<file path="src/verilog/fcr_pkg.sv">
// Package: register offsets, field layout, mode codes and carriers
package fcr_pkg;
    // Register addresses in the register file
    localparam logic [7:0] FCR_ADDR_SECH = 8'hEC;
    localparam logic [7:0] FCR_ADDR_SECL = 8'hED;
    localparam logic [7:0] FCR_ADDR_KEY  = 8'hEE;
    localparam logic [7:0] FCR_ADDR_CTRL = 8'hEF;
    // Reset values
    localparam logic [7:0] FCR_RST_BYTE  = 8'h00;
    // Mode field position in control register
    localparam int         FCR_MODE_LSB  = 4;
    localparam int         FCR_MODE_MSB  = 7;
    localparam int         FCR_START_BIT = 0;
    // Unlock key
    localparam logic [7:0] FCR_KEY_OPEN  = 8'hA5;
    // Mode codes
    localparam logic [3:0] FCR_CODE_PROG = 4'h5;
    localparam logic [3:0] FCR_CODE_ERAS = 4'hA;
    localparam logic [3:0] FCR_CODE_LOCK = 4'h6;
    // Decoded operation
    typedef enum logic [1:0] {
        FCR_OP_NONE,
        FCR_OP_PROG,
        FCR_OP_ERASE,
        FCR_OP_HLOCK
    } fcr_op_t;
    // Register-file access request
    typedef struct packed {
        logic       wr;
        logic       rd;
        logic [7:0] addr;
        logic [7:0] wdata;
    } fcr_req_t;
    // Command to the flash array sequencer
    typedef struct packed {
        fcr_op_t     op;
        logic        unlocked;
        logic        start;
        logic [15:0] sector;
    } fcr_cmd_t;
endpackage

</file>
<file path="src/verilog/fcr_byte_reg.sv">
// One 8-bit read/write register with address match
`timescale 1ns/1ps
module fcr_byte_reg #(
    parameter logic [7:0] ADDR  = 8'h00,
    parameter logic [7:0] RESET = 8'h00
) (
    input  wire logic       clk_i,
    input  wire logic       rst_n_i,
    input  wire logic       wr_i,
    input  wire logic [7:0] addr_i,
    input  wire logic [7:0] wdata_i,
    output logic            hit_o,
    output logic [7:0]      q_o
);
    logic [7:0] data_reg;   // Stored byte
    logic [7:0] data_next;  // Next stored byte

    // Address match and next value
    assign hit_o     = (addr_i == ADDR);
    assign data_next = (wr_i && hit_o) ? wdata_i : data_reg;
    assign q_o       = data_reg;

    // Storage
    always_ff @(posedge clk_i or negedge rst_n_i) begin
        if (!rst_n_i) begin
            data_reg <= RESET;
        end else begin
            data_reg <= data_next;
        end
    end
endmodule

</file>
<file path="src/verilog/fcr_top.sv">
// Flash control register front end: mode, sector pointer, unlock key
//
// Functional notes
// - Mode codes 0101/1010/0110 select program/erase/lock
// - Hard-lock code is a distinct protection mode
// - Bit 0 starts erase or hard-lock only; the stored mode is tested, so mode and bit 0 in one write can start program
// - Start bit launches, then clears itself
// - High register gives pointer bits 15..8
// - Low register gives pointer bits 7..0
// - Operations enabled only with key 10100101B
// - Any other key value disables operations
`timescale 1ns/1ps
module fcr_top (
    input  wire logic             clk_i,
    input  wire logic             rst_n_i,
    input  wire fcr_pkg::fcr_req_t req_i,
    output logic [7:0]            rdata_o,
    output logic                  rvalid_o,
    output fcr_pkg::fcr_cmd_t     cmd_o
);
    // Internal nets and flops
    logic       wr_w;          // Write strobe
    logic [7:0] sech_q;        // High sector byte
    logic [7:0] secl_q;        // Low sector byte
    logic [7:0] key_q;         // Unlock key byte
    logic       hit_sech;      // Address match, high sector
    logic       hit_secl;      // Address match, low sector
    logic       hit_key;       // Address match, key
    logic       hit_ctrl;      // Address match, control
    logic [3:0] mode_reg;      // Mode field
    logic [3:0] mode_next;     // Next mode field
    logic       start_reg;     // Start bit, self clearing
    logic       start_next;    // Next start bit
    logic       start_wr;      // Write of one to start bit
    logic       start_ok;      // Mode accepts a start
    logic       unlocked;      // Key matches, registered view
    logic [7:0] key_next;      // Key byte after this edge
    logic       unlock_next;   // Next unlock state
    logic       unlock_reg;    // Unlock state flop
    logic       is_prog;       // Next code is programming
    logic       is_erase;      // Next code is erase
    logic       is_lock;       // Next code is hard lock
    fcr_pkg::fcr_op_t op_next; // Next decoded operation
    fcr_pkg::fcr_op_t op_reg;  // Decoded operation flop
    logic [7:0] ctrl_view;     // Control register read image
    logic [7:0] rdata_next;    // Read mux result
    logic [7:0] rdata_reg;     // Registered read data
    logic       rvalid_reg;    // Read answer strobe
    // Strobe and read path nets
    logic       rd_w;          // Read strobe
    logic       ctrl_wr;       // Write at the control address
    logic [7:0] rdata_hold;    // Read data to store
    logic [7:0] rd_sech;       // High sector byte if addressed
    logic [7:0] rd_secl;       // Low sector byte if addressed
    logic [7:0] rd_key;        // Key byte if addressed
    logic [7:0] rd_ctrl;       // Control image if addressed

    // Field layout check: the read image and the mode slice
    // below assume a four-bit mode in the top nibble and the
    // start control in bit 0
    if (fcr_pkg::FCR_MODE_MSB != 7 ||
        fcr_pkg::FCR_MODE_LSB != 4 ||
        fcr_pkg::FCR_START_BIT != 0) begin : g_bad_layout
        $error("Control field layout not supported");
    end

    // Strobes taken straight from the request carrier
    assign wr_w = req_i.wr;
    assign rd_w = req_i.rd;

    // Sector pointer high byte
    // Byte register, written at its own address only
    fcr_byte_reg #(
        .ADDR  (fcr_pkg::FCR_ADDR_SECH),
        .RESET (fcr_pkg::FCR_RST_BYTE)
    ) u_sech (
        .clk_i   (clk_i),
        .rst_n_i (rst_n_i),
        .wr_i    (wr_w),
        .addr_i  (req_i.addr),
        .wdata_i (req_i.wdata),
        .hit_o   (hit_sech),
        .q_o     (sech_q)
    );

    // Sector pointer low byte
    // Pointer halves may be written in any order
    fcr_byte_reg #(
        .ADDR  (fcr_pkg::FCR_ADDR_SECL),
        .RESET (fcr_pkg::FCR_RST_BYTE)
    ) u_secl (
        .clk_i   (clk_i),
        .rst_n_i (rst_n_i),
        .wr_i    (wr_w),
        .addr_i  (req_i.addr),
        .wdata_i (req_i.wdata),
        .hit_o   (hit_secl),
        .q_o     (secl_q)
    );

    // Unlock key byte
    // Held as written; the key compare is done below
    fcr_byte_reg #(
        .ADDR  (fcr_pkg::FCR_ADDR_KEY),
        .RESET (fcr_pkg::FCR_RST_BYTE)
    ) u_key (
        .clk_i   (clk_i),
        .rst_n_i (rst_n_i),
        .wr_i    (wr_w),
        .addr_i  (req_i.addr),
        .wdata_i (req_i.wdata),
        .hit_o   (hit_key),
        .q_o     (key_q)
    );

    // Control byte kept here, not in a byte register,
    // because its fields act differently on a write
    assign hit_ctrl = (req_i.addr == fcr_pkg::FCR_ADDR_CTRL);
    assign ctrl_wr  = wr_w && hit_ctrl;

    // Mode written at control address, else held
    assign mode_next = ctrl_wr ?
        req_i.wdata[fcr_pkg::FCR_MODE_MSB:fcr_pkg::FCR_MODE_LSB] :
        mode_reg;

    // mode code compares
    // Decoded from the next mode so the op flop tracks mode_reg
    // and the command output comes straight from a flop
    assign is_prog  = (mode_next == fcr_pkg::FCR_CODE_PROG);
    assign is_erase = (mode_next == fcr_pkg::FCR_CODE_ERAS);
    assign is_lock  = (mode_next == fcr_pkg::FCR_CODE_LOCK);

    // unknown codes decode to no operation
    assign op_next = is_prog  ? fcr_pkg::FCR_OP_PROG  :
                     is_erase ? fcr_pkg::FCR_OP_ERASE :
                     is_lock  ? fcr_pkg::FCR_OP_HLOCK :
                                fcr_pkg::FCR_OP_NONE;

    // any other key locks them
    // Compared on the next key so the flop always matches key_q
    assign key_next    = (wr_w && hit_key) ? req_i.wdata : key_q;
    assign unlock_next = (key_next == fcr_pkg::FCR_KEY_OPEN);
    assign unlocked    = unlock_reg;

    // start only counts for erase or hard lock
    // no start under unknown or program mode
    // The stored operation is used, so the mode
    // must be written before the start bit.
    // A mode and start in one write would otherwise let a
    // stale mode launch the wrong operation.
    assign start_ok = (op_reg == fcr_pkg::FCR_OP_ERASE) ||
                      (op_reg == fcr_pkg::FCR_OP_HLOCK);

    // Write of one to the start bit
    assign start_wr   = ctrl_wr && req_i.wdata[fcr_pkg::FCR_START_BIT];
    // set for one cycle, then auto clear
    // Start also needs the unlock key in place
    assign start_next = start_wr && start_ok && unlocked;

    // Control register storage
    // Op and unlock flops follow mode and key one for one
    always_ff @(posedge clk_i or negedge rst_n_i) begin
        if (!rst_n_i) begin
            // Clear: no mode, no start, locked
            mode_reg   <= 4'h0;
            start_reg  <= 1'h0;
            op_reg     <= fcr_pkg::FCR_OP_NONE;
            unlock_reg <= 1'h0;
        end else begin
            // Capture next values
            mode_reg   <= mode_next;
            start_reg  <= start_next;
            op_reg     <= op_next;
            unlock_reg <= unlock_next;
        end
    end

    // Control read image, unused bits read zero
    // Start reads one only in its single pulse cycle
    assign ctrl_view = {mode_reg, 3'h0, start_reg};

    // Read data select, one term per register
    // Addresses are distinct, so at most one term is nonzero
    // and unmapped addresses read zero
    assign rd_sech    = hit_sech ? sech_q    : 8'h00;
    assign rd_secl    = hit_secl ? secl_q    : 8'h00;
    assign rd_key     = hit_key  ? key_q     : 8'h00;
    assign rd_ctrl    = hit_ctrl ? ctrl_view : 8'h00;
    assign rdata_next = rd_sech | rd_secl | rd_key | rd_ctrl;

    // Read data held until the next read
    assign rdata_hold = rd_w ? rdata_next : rdata_reg;

    always_ff @(posedge clk_i or negedge rst_n_i) begin
        if (!rst_n_i) begin
            // Clear the read answer
            rdata_reg  <= 8'h00;
            rvalid_reg <= 1'h0;
        end else begin
            // Answer one cycle after the read strobe
            rdata_reg  <= rdata_hold;
            rvalid_reg <= rd_w;
        end
    end

    // Read answer ports
    assign rdata_o  = rdata_reg;
    assign rvalid_o = rvalid_reg;

    // low byte to pointer bottom
    // Command carrier built in one place, all fields from flops
    assign cmd_o = '{
        op:       op_reg,
        unlocked: unlocked,
        start:    start_reg,
        sector:   {sech_q, secl_q}
    };
endmodule
</file>
<file path="config.mk">
export PLATFORM = sky130hd
export DESIGN_NAME = fcr_top
export DESIGN_NICKNAME = d
export VERILOG_FILES = /design/src/verilog/fcr_pkg.sv /design/src/verilog/fcr_byte_reg.sv /design/src/verilog/fcr_top.sv
export SDC_FILE = /design/constraint.sdc
export NUM_CORES = 1
export LEC_CHECK = 0
export ABC_AREA = 1
export BUFFER_PORTS_ARGS = -buffer_cell sky130_fd_sc_hd__buf_4
export CORE_MARGIN = 2
export CORE_UTILIZATION = 49
export CTS_CLUSTER_SIZE = 14
export DETAILED_ROUTE_END_ITERATION = 12
export PLACE_DENSITY_LB_ADDON = 0.3
export REMOVE_ABC_BUFFERS = 1
export SYNTH_ARGS = -nofsm -noshare
export SYNTH_HDL_FRONTEND = slang
export SYNTH_HIERARCHICAL = 1
export SYNTH_SLANG_ARGS = --single-unit
</file>
<file path="constraint.sdc">
create_clock -name clk_i -period 0.91 [get_ports clk_i]
set_input_delay 0.182 -clock clk_i [delete_from_list [all_inputs] [get_ports clk_i]]
set_output_delay 0.182 -clock clk_i [all_outputs]
set_load 0.1 [all_outputs]
</file>
Word-level counts from Yosys, hierarchy flattened
Cells that the tools add are included.
Widths: inputs -> output; s select.
Storage, ports and cells
  output and inout port bits: 29
  flip-flop bits (word level): 41
  input bits: 20
Operators by class
  bitwise logic cells: 3
  equality and inequality tests: 10
  mux-type cells: 9
  reduce and logical (&&, ||, !) cells: 8
Operator list (number)
  $eq 8x8->1 const B: 5
  $mux 8: 5
  $or 8x8->8: 3
  $eq 4x3->1 const B: 2
  $logic_and 1x1->1: 7
  $mux 2: 3
  $eq 2x2->1 const B: 2
  $eq 4x4->1 const B: 1
  $mux 4: 1
  $logic_or 1x1->1: 1

Longest topological paths before layout
Gate-level depths: netlist (run 1).
  depth in word-level cells: 7
  depth in mapped cells: 9
  gate-level depth less buffers: 9

Modules after synthesis
Netlist (run 1), hierarchy kept.
Modules (own cells, without submodules)
  fcr_top: area an instance 1013.5 um2, sequential area each 425.4 um2, cells an instance 133, times used 1
  fcr_byte_reg at u_key ...: area an instance 411.6 um2, sequential area each 200.2 um2, cells an instance 43, times used 2
  fcr_byte_reg at u_sech: area an instance 412.9 um2, sequential area each 200.2 um2, cells an instance 44, times used 1

Least setup slack after synthesis (run 1)
OpenSTA, ideal clock, no wires.
  path type: register to register
  start point: register u_sech.data_reg[0], in the netlist u_sech/q_o[0]
  end point: register rdata_reg[0], in the netlist rdata_o[0]
  cell stages (with the launch flop): 5
  setup time: 0.082 ns
  arrival: 1.310 ns
  clock period less this slack: 1.392 ns
  slack: -0.482 ns
  path through: dfrtp_1 > nand2_1 > nand2_1 > a21oi_1 > a31oi_1
Between the ends
  cells in the longest elaborated chain, start to end: 4
Ends and longest elaborated chain
  start: declaration: line fcr_byte_reg.sv:15  | logic [7:0] data_reg;
  start signal: assignment: line fcr_byte_reg.sv:28  | data_reg <= data_next;
  $mux 8: line fcr_top.sv:185  | assign rd_sech = hit_sech ? sech_q : 8'h00;
  $or 8x8->8 (3 in a row): line fcr_top.sv:189  | assign rdata_next = rd_sech | rd_secl | rd_key | rd_ctrl;
  end signal: assignment: line fcr_top.sv:201  | rdata_reg <= rdata_hold;
  end: declaration: line fcr_top.sv:47  | logic [7:0] rdata_reg;
No other way between the ends.
A chain may end at the register's enable or synchronous reset.

Worst setup path in the final report (run 1)
  start point: register unlock_reg
  end point: output port cmd_o[17] (netlist bit)
RTL lines
  start: declaration: line fcr_top.sv:39  | logic unlock_reg;
  start signal: assignment: line fcr_top.sv:174  | unlock_reg <= unlock_next;
  end: declaration: line fcr_top.sv:19  | output fcr_pkg::fcr_cmd_t cmd_o
No word-level cell between the ends.

==> impl_metrics.toml, run 1 <==
[synthesis]
synth_warnings = 6
synth_top_area_share_pct = 45.6
synth-compound-area-share_pct = 4.78
synth_top_family_by_area = "simple AND/OR/NAND/NOR gates"
synth.area.top_cells = "dfrtp_1 (46%), nand2_1 (15%), nand4_1 (9.2%), nor2_8 (5.3%), nand2_2 (5.0%)"
synth_top_area_cell = "dfrtp_1"
ys_seq_area_share_pct = 45.6
postSynthCellCount = 263
synth_xor_xnor_area_share_pct = 0
synth_adder_area_share_pct = 0
synth_seq_cells = 41
synth_mux_area_share_pct = 0
syn_avg_cell_area_um2 = 8.55
synthSimpleGateAreaFrac_pct = 44.0
syn_area_mm2 = 0.00225
synth_cell_types = 24

[worst_setup_path]
crit_arrival_ns = 0.96
end_kind = "output pin"
crit_buf_inv = 1
cp_max_fo = 2
start_kind = "register"
critical-path-max-stage-delay_ns = 0.46
crit_path_cell_trace = "buf_12"
required_ns = 0.73
cp_slowest_cell = "dfrtp_1"
worst-setup-path-type = "reg -> out"
path_delay_family = "flip-flops"

[sta]
postLayoutSetupSlackWorst_ns = -0.236
drv_slew = 0
finClkSkew_ns = 0.00721
hold_violations = 0
finalCritPeriodShare_pct = 126
fin_hold_ws_ns = 0.178
slew_headroom_pct = 79.7
setup_viol = 41
worst_pin_slew_ns = 0.302
clock.fmax_mhz = 873
fin_crit_ns = 1.15
rsz0062_at_grt = "true"

[clock_network]
cts_root_buffer = "clkbuf_8"
cts.clk_slew.worst_paths_ns = 0.08
cts_buffers = 5
clock_path_buffers = 2
cts.sinks = 41
insertion_delay_ns = 0.30
cts_tree = "yes"
cts_htree_levels = 2

[pwr]
p_sw_share_pct = 32.5
clockPowerShare_pct = 33.9
p_comb_share_pct = 27.3
power_density_mw_per_mm2 = 1410
switchingPower_mw = 1.70
internal-power_mw = 3.53
peakVddDrop_mv = 0.664
p_leak_nw = 1.87
seq_power_share_pct = 38.8

[outcome]
violations = "negative setup slack"
status = "finished with violations"

[route]
firstDrtPassIters = 6
drcViolationCount = 0
detail-route-antenna-nets = 0
avgViaCountPerCell = 6.35
avgRoutedWirePerCell_um = 22.5
via_count = 2615
wl_mm = 9.28
first_iter_violations = 401

[run]
drv_cap = 0

[floorplanning]
fp.dieH_um = 71.8
std_cell_rows = 24
io_pins = 49
dieArea_mm2 = 0.00515
chipWidth_um = 71.8
core_mm2 = 0.00438
initial_core_util_pct = 51.3

[grt]
overflow = 0
grt_pass1_vias = 2457
antenna_found_initial = 0
grt_usage_pct = 31.3
grt_max_degree = 42
grt_pass1_wl_mm = 12.2

[place]
gp_congestion = 0.862
pre_cts_slack_ns = -0.478
placed_cell_area_mm2 = 0.00288
numPortBuffers = 48
dp_hpwl_mm = 4.44

[layout]
area_growth_pct = 65.2
final_common_cell = "nand2_1"
final_core_util_pct = 84.8
diodes = 0
drive_gt1_share_pct = 46.9
final_area_mm2 = 0.00372
most-common-layout-cells = "nand2_1 (81), buf_4 (50), dfrtp_1 (36)"
finalNetCount = 379

[min_path]
hp-class = "in -> reg"
==> cells in the mapped netlist <==
master,count
nand2_1,91
and2_2,1
inv_1,18
buf_6,1
buf_4,2
a31oi_1,4
nor2_4,3
and2_1,3
nor2_8,6
nor2_2,1
nand3_1,3
clkbuf_2,3
buf_2,1
nand3_4,4
nand2_2,18
a221oi_1,4
nor3b_1,1
dfrtp_1,41
nand4_1,33
o31ai_1,1
nor2_1,12
nor4_1,1
a21oi_1,8
clkbuf_1,3
==> stage by stage <==
| step | cells | total power, mW | TNS (ns) |
|---|---|---|---|
| global route | 412 | 5.36 | -7.83 |
| floorplan | 253 | 2.66 | -13.32 |
| CTS | 405 | 5.06 | -5.72 |
| detailed placement | 384 | 3.10 | -9.40 |
| finish | 412 | 5.23 | -6.83 |
| global placement | 384 | 3.09 | -7.95 |
==> cell families after synthesis <==
group / after synthesis
AND/OR/NAND/NOR: 177
AO/OA/AOI/OAI: 17
flip-flops: 41
buffers and inverters: 28
==> power by group through the flow <==
stage	Combinational (mW)	Sequential, mW	Clock [mW]
floorplan	0.220	2.44	0
global placement	1.08	2.01	0
detailed placement	1.09	2.01	0
CTS	1.32	2.00	1.74
global route	1.48	2.03	1.85
finish	1.43	2.03	1.77
==> final cells by class <==
| class | instances | area, um2 |
|---|---|---|
| clock inverter | 3 | 65.1 |
| inverter | 18 | 67.6 |
| tap | 52 | 65.1 |
| clock buffer | 5 | 68.8 |
| sequential | 41 | 1030 |
| multi-input combinational | 195 | 1230 |
| fill | 189 | 668 |
| timing repair buffer | 98 | 1180 |
==> path summary, 6_finish.rpt <==
kind / startpoint / endpoint / slack (ns) / depth (start not counted)
min in group asynchronous: rst_n_i / rdata_o[1] / 0.41 / 3
min: req_i[4] / u_key/q_o[4] / 0.18 / 3
max reg2reg: u_key/q_o[6] / unlock_reg / -0.19 / 3
min reg2reg: u_key/q_o[4] / u_key/q_o[4] / 0.56 / 2
max: unlock_reg / cmd_o[17] / -0.24 / 1
max in group asynchronous: rst_n_i / u_secl/q_o[5] / 0.29 / 3
==> metal layers <==
metal,vias up,part of all wire (%),global-route usage (%)
met5,-,0,0
met4,0,6.9,18.7
met3,73,10,6.33
met2,243,50,54.8
met1,1229,33,34.9
li1,1070,-,-
==> timing repair <==
item	4_1_cts	5_1_grt
buffers inserted	11	9
pin swaps	16	21
hold buffers	1	0
cloned	1	0
endpoints found under the setup margin	40	41
endpoints found under the hold margin	41	0
resized for setup	108	36
No activity file was read; power rests on OpenSTA's default activity.
==> run 2, diff against run 1 <==
Settings changed: CORE_ASPECT_RATIO set to 1.2, PLACE_DENSITY_LB_ADDON 0.3 to 0.15.
==> run 2 against run 1 <==
  * The run still ends with negative setup slack left
  * Non-clock buffer count up 2
  * First-iteration DRC count is 58% lower
  * Combinational power fell by 3%
  * Total power decreased by 12%
  * Clock power shrank 33%
  * Hold slack about the same
  * Register-to-register slack improved by 0.09 ns
==> impl_metrics.toml, run 2 (synthesized netlist as in run 1, its figures left out) <==
[route]
drcViolationCount = 0
detail-route-antenna-nets = 0
first_iter_violations = 168
avgViaCountPerCell = 5.44
avgRoutedWirePerCell_um = 16.6
via_count = 2280
firstDrtPassIters = 6
wl_mm = 6.97

[grt]
antenna_found_initial = 0
overflow = 0
grt_max_degree = 21
grt_pass1_vias = 2161
grt_pass1_wl_mm = 10.4
grt_usage_pct = 27.0

[sta]
postLayoutSetupSlackWorst_ns = -0.228
finalCritPeriodShare_pct = 125
worst_pin_slew_ns = 0.306
rsz0062_at_grt = "true"
setup_viol = 37
slew_headroom_pct = 79.6
hold_violations = 0
drv_slew = 0
clock.fmax_mhz = 878
finClkSkew_ns = 0.00795
fin_crit_ns = 1.14

[clock_network]
insertion_delay_ns = 0.30
cts.sinks = 41
clock_path_buffers = 2
cts_root_buffer = "clkbuf_8"
cts_buffers = 5
cts_htree_levels = 2
cts.clk_slew.worst_paths_ns = 0.08
cts_tree = "yes"

[run]
drv_cap = 0

[worst_setup_path]
end_kind = "output pin"
start_kind = "register"
crit_path_cell_trace = "buf_12"
worst-setup-path-type = "reg -> out"
r2r_setup_slack_ns = -0.10
required_ns = 0.73
crit_arrival_ns = 0.96
cp.depth = 1
crit_buf_inv = 1
reg2regPathDepth = 4
path_delay_family = "flip-flops"
cp_max_fo = 2
cp_slowest_cell = "dfrtp_1"
critical-path-max-stage-delay_ns = 0.45

[pwr]
p_comb_share_pct = 30.4
power_density_mw_per_mm2 = 1240
seq_power_share_pct = 43.9
clockPowerShare_pct = 25.7
peakVddDrop_mv = 0.727
p_leak_nw = 1.88
internal-power_mw = 2.97
p_sw_share_pct = 35.2
switchingPower_mw = 1.62

[layout]
drive_gt1_share_pct = 47.4
most-common-layout-cells = "nand2_1 (81), buf_4 (54), dfrtp_1 (37)"
finalNetCount = 380
fin_cells = 419
area_growth_pct = 64.4
final_common_cell = "nand2_1"
diodes = 0
final_area_mm2 = 0.00370

[floorplanning]
dieArea_mm2 = 0.00515
initial_core_util_pct = 50.1
fp.dieH_um = 78.2
std_cell_rows = 27
io_pins = 49
core_mm2 = 0.00449
chipWidth_um = 65.9

[min_path]
hp-class = "in -> reg"
hold_path_depth = 3

[place]
placed_cell_area_mm2 = 0.00288
gp_congestion = 0.878
numPortBuffers = 48
pre_cts_slack_ns = -0.531
dpl.cell_count = 389
dp_hpwl_mm = 4.39

[outcome]
violations = "negative setup slack"
status = "finished with violations"
## run 2: cell types whose count changed in the layout (fill, tap and decap cells not counted), sizes merged
cell / previous run / this run
nand3: 8 / 7
clkbuf: 5 / 6
clkinv: 1 / 2
buf: 97 / 99
bufinv: 2 / 0
## run 2: final timing paths
check	startpoint	endpoint
hold reg to reg	u_key/q_o[0]	u_key/q_o[0]
min in group asynchronous	rst_n_i	u_key/q_o[1]
max in group asynchronous	rst_n_i	u_secl/q_o[0]
hold / removal	req_i[4]	u_key/q_o[4]
setup / recovery	u_sech/q_o[2]	cmd_o[10]
setup reg to reg	u_sech/q_o[6]	rdata_o[6]
## run 2: layer usage
metal  share of wire [%]  routed length, um  vias to the layer above  track usage [%]
li1                    -                  -                     1075                -
met1                  37               2590                     1069             32.0
met2                  54               3800                      113             48.2
met3                 4.9                344                       23             4.01
met4                 3.5                241                        0             10.4
met5                   0                  0                        -                0
## run 2: final cells by class
type,instances,area (um2)
clock buffers,6,72.6
clock inverters,2,10.0
fillers,250,795
inverters,18,75.1
multi-input cells,194,1240
flip-flops and latches,41,1030
well taps,58,72.6
repair buffers,100,1200
## run 2: what timing repair did
item                                    in CTS  in global routing
hold endpoints to repair                    18                  0
endpoints found under the setup margin      39                 40
pin swaps                                    3                 26
resized for setup                           96                 54
buffers inserted                             9                 14
hold buffers                                 1                  0
## run 2: per-stage QoR
stage | util, % | hold WS (ns) | setup TNS [ns] | total power [mW]
6_report | 82.3 | 0.178 | -5.74 | 4.59
5_1_grt | 82.3 | 0.189 | -6.72 | 4.73
4_1_cts | 76.2 | 0.175 | -5.97 | 4.49
3_5_place_dp | 64.0 | 0.0944 | -8.85 | 3.10
3_3_place_gp | 64.0 | 0.0902 | -8.35 | 3.09
2_1_floorplan | - | -0.114 | -13.32 | 2.66
## run 2: power groups by stage
stage          clock network, mW  registers, mW  logic (mW)
4_1_cts                     1.19           2.00        1.29
5_1_grt                     1.24           2.02        1.46
3_5_place_dp                   0           2.01        1.09
2_1_floorplan                  0           2.44       0.220
3_3_place_gp                   0           2.01        1.08
6_report                    1.18           2.01        1.39
==> run 3, diff against run 2 <==
Settings changed: ABC_AREA 1 to not set, CORE_UTILIZATION 49 to 48.
==> run 3 against run 2 <==
  * The run still ends with negative setup slack left
  * Register-to-register slack lost 0.24 ns
  * Sequential power about the same
  * Total power increased by 6.3%
  * Largest cell class is now buffers
==> impl_metrics.toml, run 3 <==
[synthesis]
synth_cell_types = 29
synth_warnings = 6
ys_seq_area_share_pct = 50.7
synth_top_area_share_pct = 50.7
async_reset_ff_share_pct = 100
synth_common_cells = "dfrtp_1 (41), mux2_4 (28), nor2_1 (13)"
ys.flop_type = "dfrtp_1"
syn_avg_cell_area_um2 = 13.1
synth_top_area_cell = "dfrtp_1"
postSynthCellCount = 155
synth.area.top_cells = "dfrtp_1 (51%), mux2_4 (21%), nor2_1 (2.4%), buf_6 (2.2%), a41oi_1 (2.2%)"
synth_edf_count = 0
yosysMostFrequentCell = "dfrtp_1"
synth_seq_cells = 41
syn_area_mm2 = 0.00202

[floorplanning]
fp.dieH_um = 75.1
core_mm2 = 0.00400
initial_core_util_pct = 50.5
io_pins = 49
chipWidth_um = 63.3
dieArea_mm2 = 0.00475
std_cell_rows = 25

[clock_network]
clock_path_buffers = 2
cts.sinks = 41
cts_root_buffer = "clkbuf_8"
cts.clk_slew.worst_paths_ns = 0.08
cts_tree = "yes"
insertion_delay_ns = 0.29
cts_buffers = 5
cts_htree_levels = 2

[layout]
multi_input_area_mm2 = 0.00108
fill_cells = 163
final_core_util_pct = 89.4
finalNetCount = 276
fin_cells = 311
area.sequential_mm2 = 0.00103
final_area_mm2 = 0.00358
final_common_cell = "buf_4"
diodes = 0
drive_gt1_share_pct = 65.8
area_growth_pct = 76.9
most-common-layout-cells = "buf_4 (49), dfrtp_1 (39), buf_12 (29)"

[worst_setup_path]
crit_path_cell_trace = "buf_6 > nand2b_4 > or4b_4 > buf_12 > mux2_4"
startpoint = "req_i[12]"
reg2reg_from = "u_sech/q_o[3]"
cp_max_fo = 6
crit_buf_inv = 2
crit_arrival_ns = 1.46
path_delay_family = "simple AND/OR/NAND/NOR gates"
start_kind = "input port"
critical-path-max-stage-delay_ns = 0.56
cp_slowest_cell = "or4b_4"
worst-setup-path-type = "in -> reg"
required_ns = 1.08
end_kind = "register"
r2r_setup_slack_ns = -0.34
reg2regPathDepth = 3
rr_endpoint = "rdata_o[3]"

[sta]
worst_pin_slew_ns = 0.429
postLayoutSetupSlackWorst_ns = -0.370
fin_hold_ws_ns = 0.151
clock.fmax_mhz = 781
rsz0062_at_grt = "true"
fin_crit_ns = 1.28
drv_slew = 0
setup_viol = 68
finClkSkew_ns = 0.00753
finalCritPeriodShare_pct = 141
slew_headroom_pct = 71.4
fin_setup_tns_ns = -14.19
hold_violations = 0

[route]
drcViolationCount = 0
detail-route-antenna-nets = 0
avgRoutedWirePerCell_um = 22.4
firstDrtPassIters = 4
via_count = 1773
avgViaCountPerCell = 5.70
first_iter_violations = 129
wl_mm = 6.97

[outcome]
status = "finished with violations"
violations = "negative setup slack"

[place]
gp_congestion = 0.816
pre_cts_slack_ns = -0.741
dp_hpwl_mm = 3.66
placed_cell_area_mm2 = 0.00259
numPortBuffers = 48
dpl.cell_count = 274

[pwr]
power_density_mw_per_mm2 = 1360
finalPower_mw = 4.88
peakVddDrop_mv = 0.996
p_leak_nw = 1.74

[grt]
grt_max_degree = 42
grt_pass1_wl_mm = 9.88
grt_usage_pct = 27.9
antenna_found_initial = 0
overflow = 0
grt_pass1_vias = 1934

[min_path]
min_to = "rvalid_o"
hold_path_depth = 1
hp-class = "in -> reg"
worstHoldStart = "req_i[16]"

[run]
drv_cap = 0
run 3: cell count changes in the layout (fill, tap and decap cells not counted), moves of 5 or more:
cell	change
a22oi_2	+5
nand2_2	-21
buf_4	-5
a41oi_2	+5
mux2_4	+28
inv_1	-11
nor2_8	-6
buf_6	+14
nand4_1	-27
nand2_1	-78
run 3: worst register-to-register path, cell delays in order (launching register included):
cell and delay, ns:
dfrtp_1 0.40, buf_4 0.14, a222oi_1 0.42, a21oi_1 0.15
run 3: layout make-up:
cell class,instances,share of cell area [%]
Sequential cell,41,28.7
Clock buffer,7,2.41
Inverter,3,0.315
Clock inverter,1,0.839
Tap cell,54,1.89
Multi-Input combinational cell,99,30.3
Timing Repair Buffer,106,35.5
run 3: kinds of logic (layout without fill, tap and decap cells):
family	Yosys count	after routing	synth area share [%]
xor+xnor	4	4	1.73
compound gates	17	17	6.49
mux	30	30	21.8
flops	41	41	50.7
buf+inv	15	117	4.82
simple gates	48	48	14.5
run 3: worst max path at each step:
| stage | endpoint | slack, ns | cells past startpoint |
|---|---|---|---|
| floorplan | u_sech/q_o[7] | -0.57 | 3 |
| finish | u_sech/q_o[7] | -0.37 | 5 |
| CTS | u_sech/q_o[0] | -0.33 | 5 |
| global route | u_sech/q_o[7] | -0.37 | 5 |
| global placement | u_sech/q_o[2] | -0.70 | 5 |
| detailed placement | u_sech/q_o[0] | -0.74 | 5 |
run 3: what timing repair did:
item                       4_1_cts  5_1_grt
setup endpoints to repair       68       66
gates resized for setup        129       21
gates cloned                     0        0
hold endpoints to repair        41        0
hold buffers                     1        0
setup buffers                   22       12
pin swaps                       20       16
run 3: routing by layer:
layer,GRT usage [%],share of wire [%],vias to the layer above
met4,11.8,1.2,0
met3,3.14,3.2,11
met2,54.7,57,65
met1,31.2,39,923
li1,-,-,774
met5,0,0,-
run 3: report_power, final:
part           internal, mW  leakage [nW]  total [mW]  switching, mW
Clock                 0.895        0.0585        1.54          0.647
Sequential             1.91         0.550        2.01          0.107
Combinational         0.571          1.13        1.32          0.748
Total                  3.37          1.74        4.88           1.50
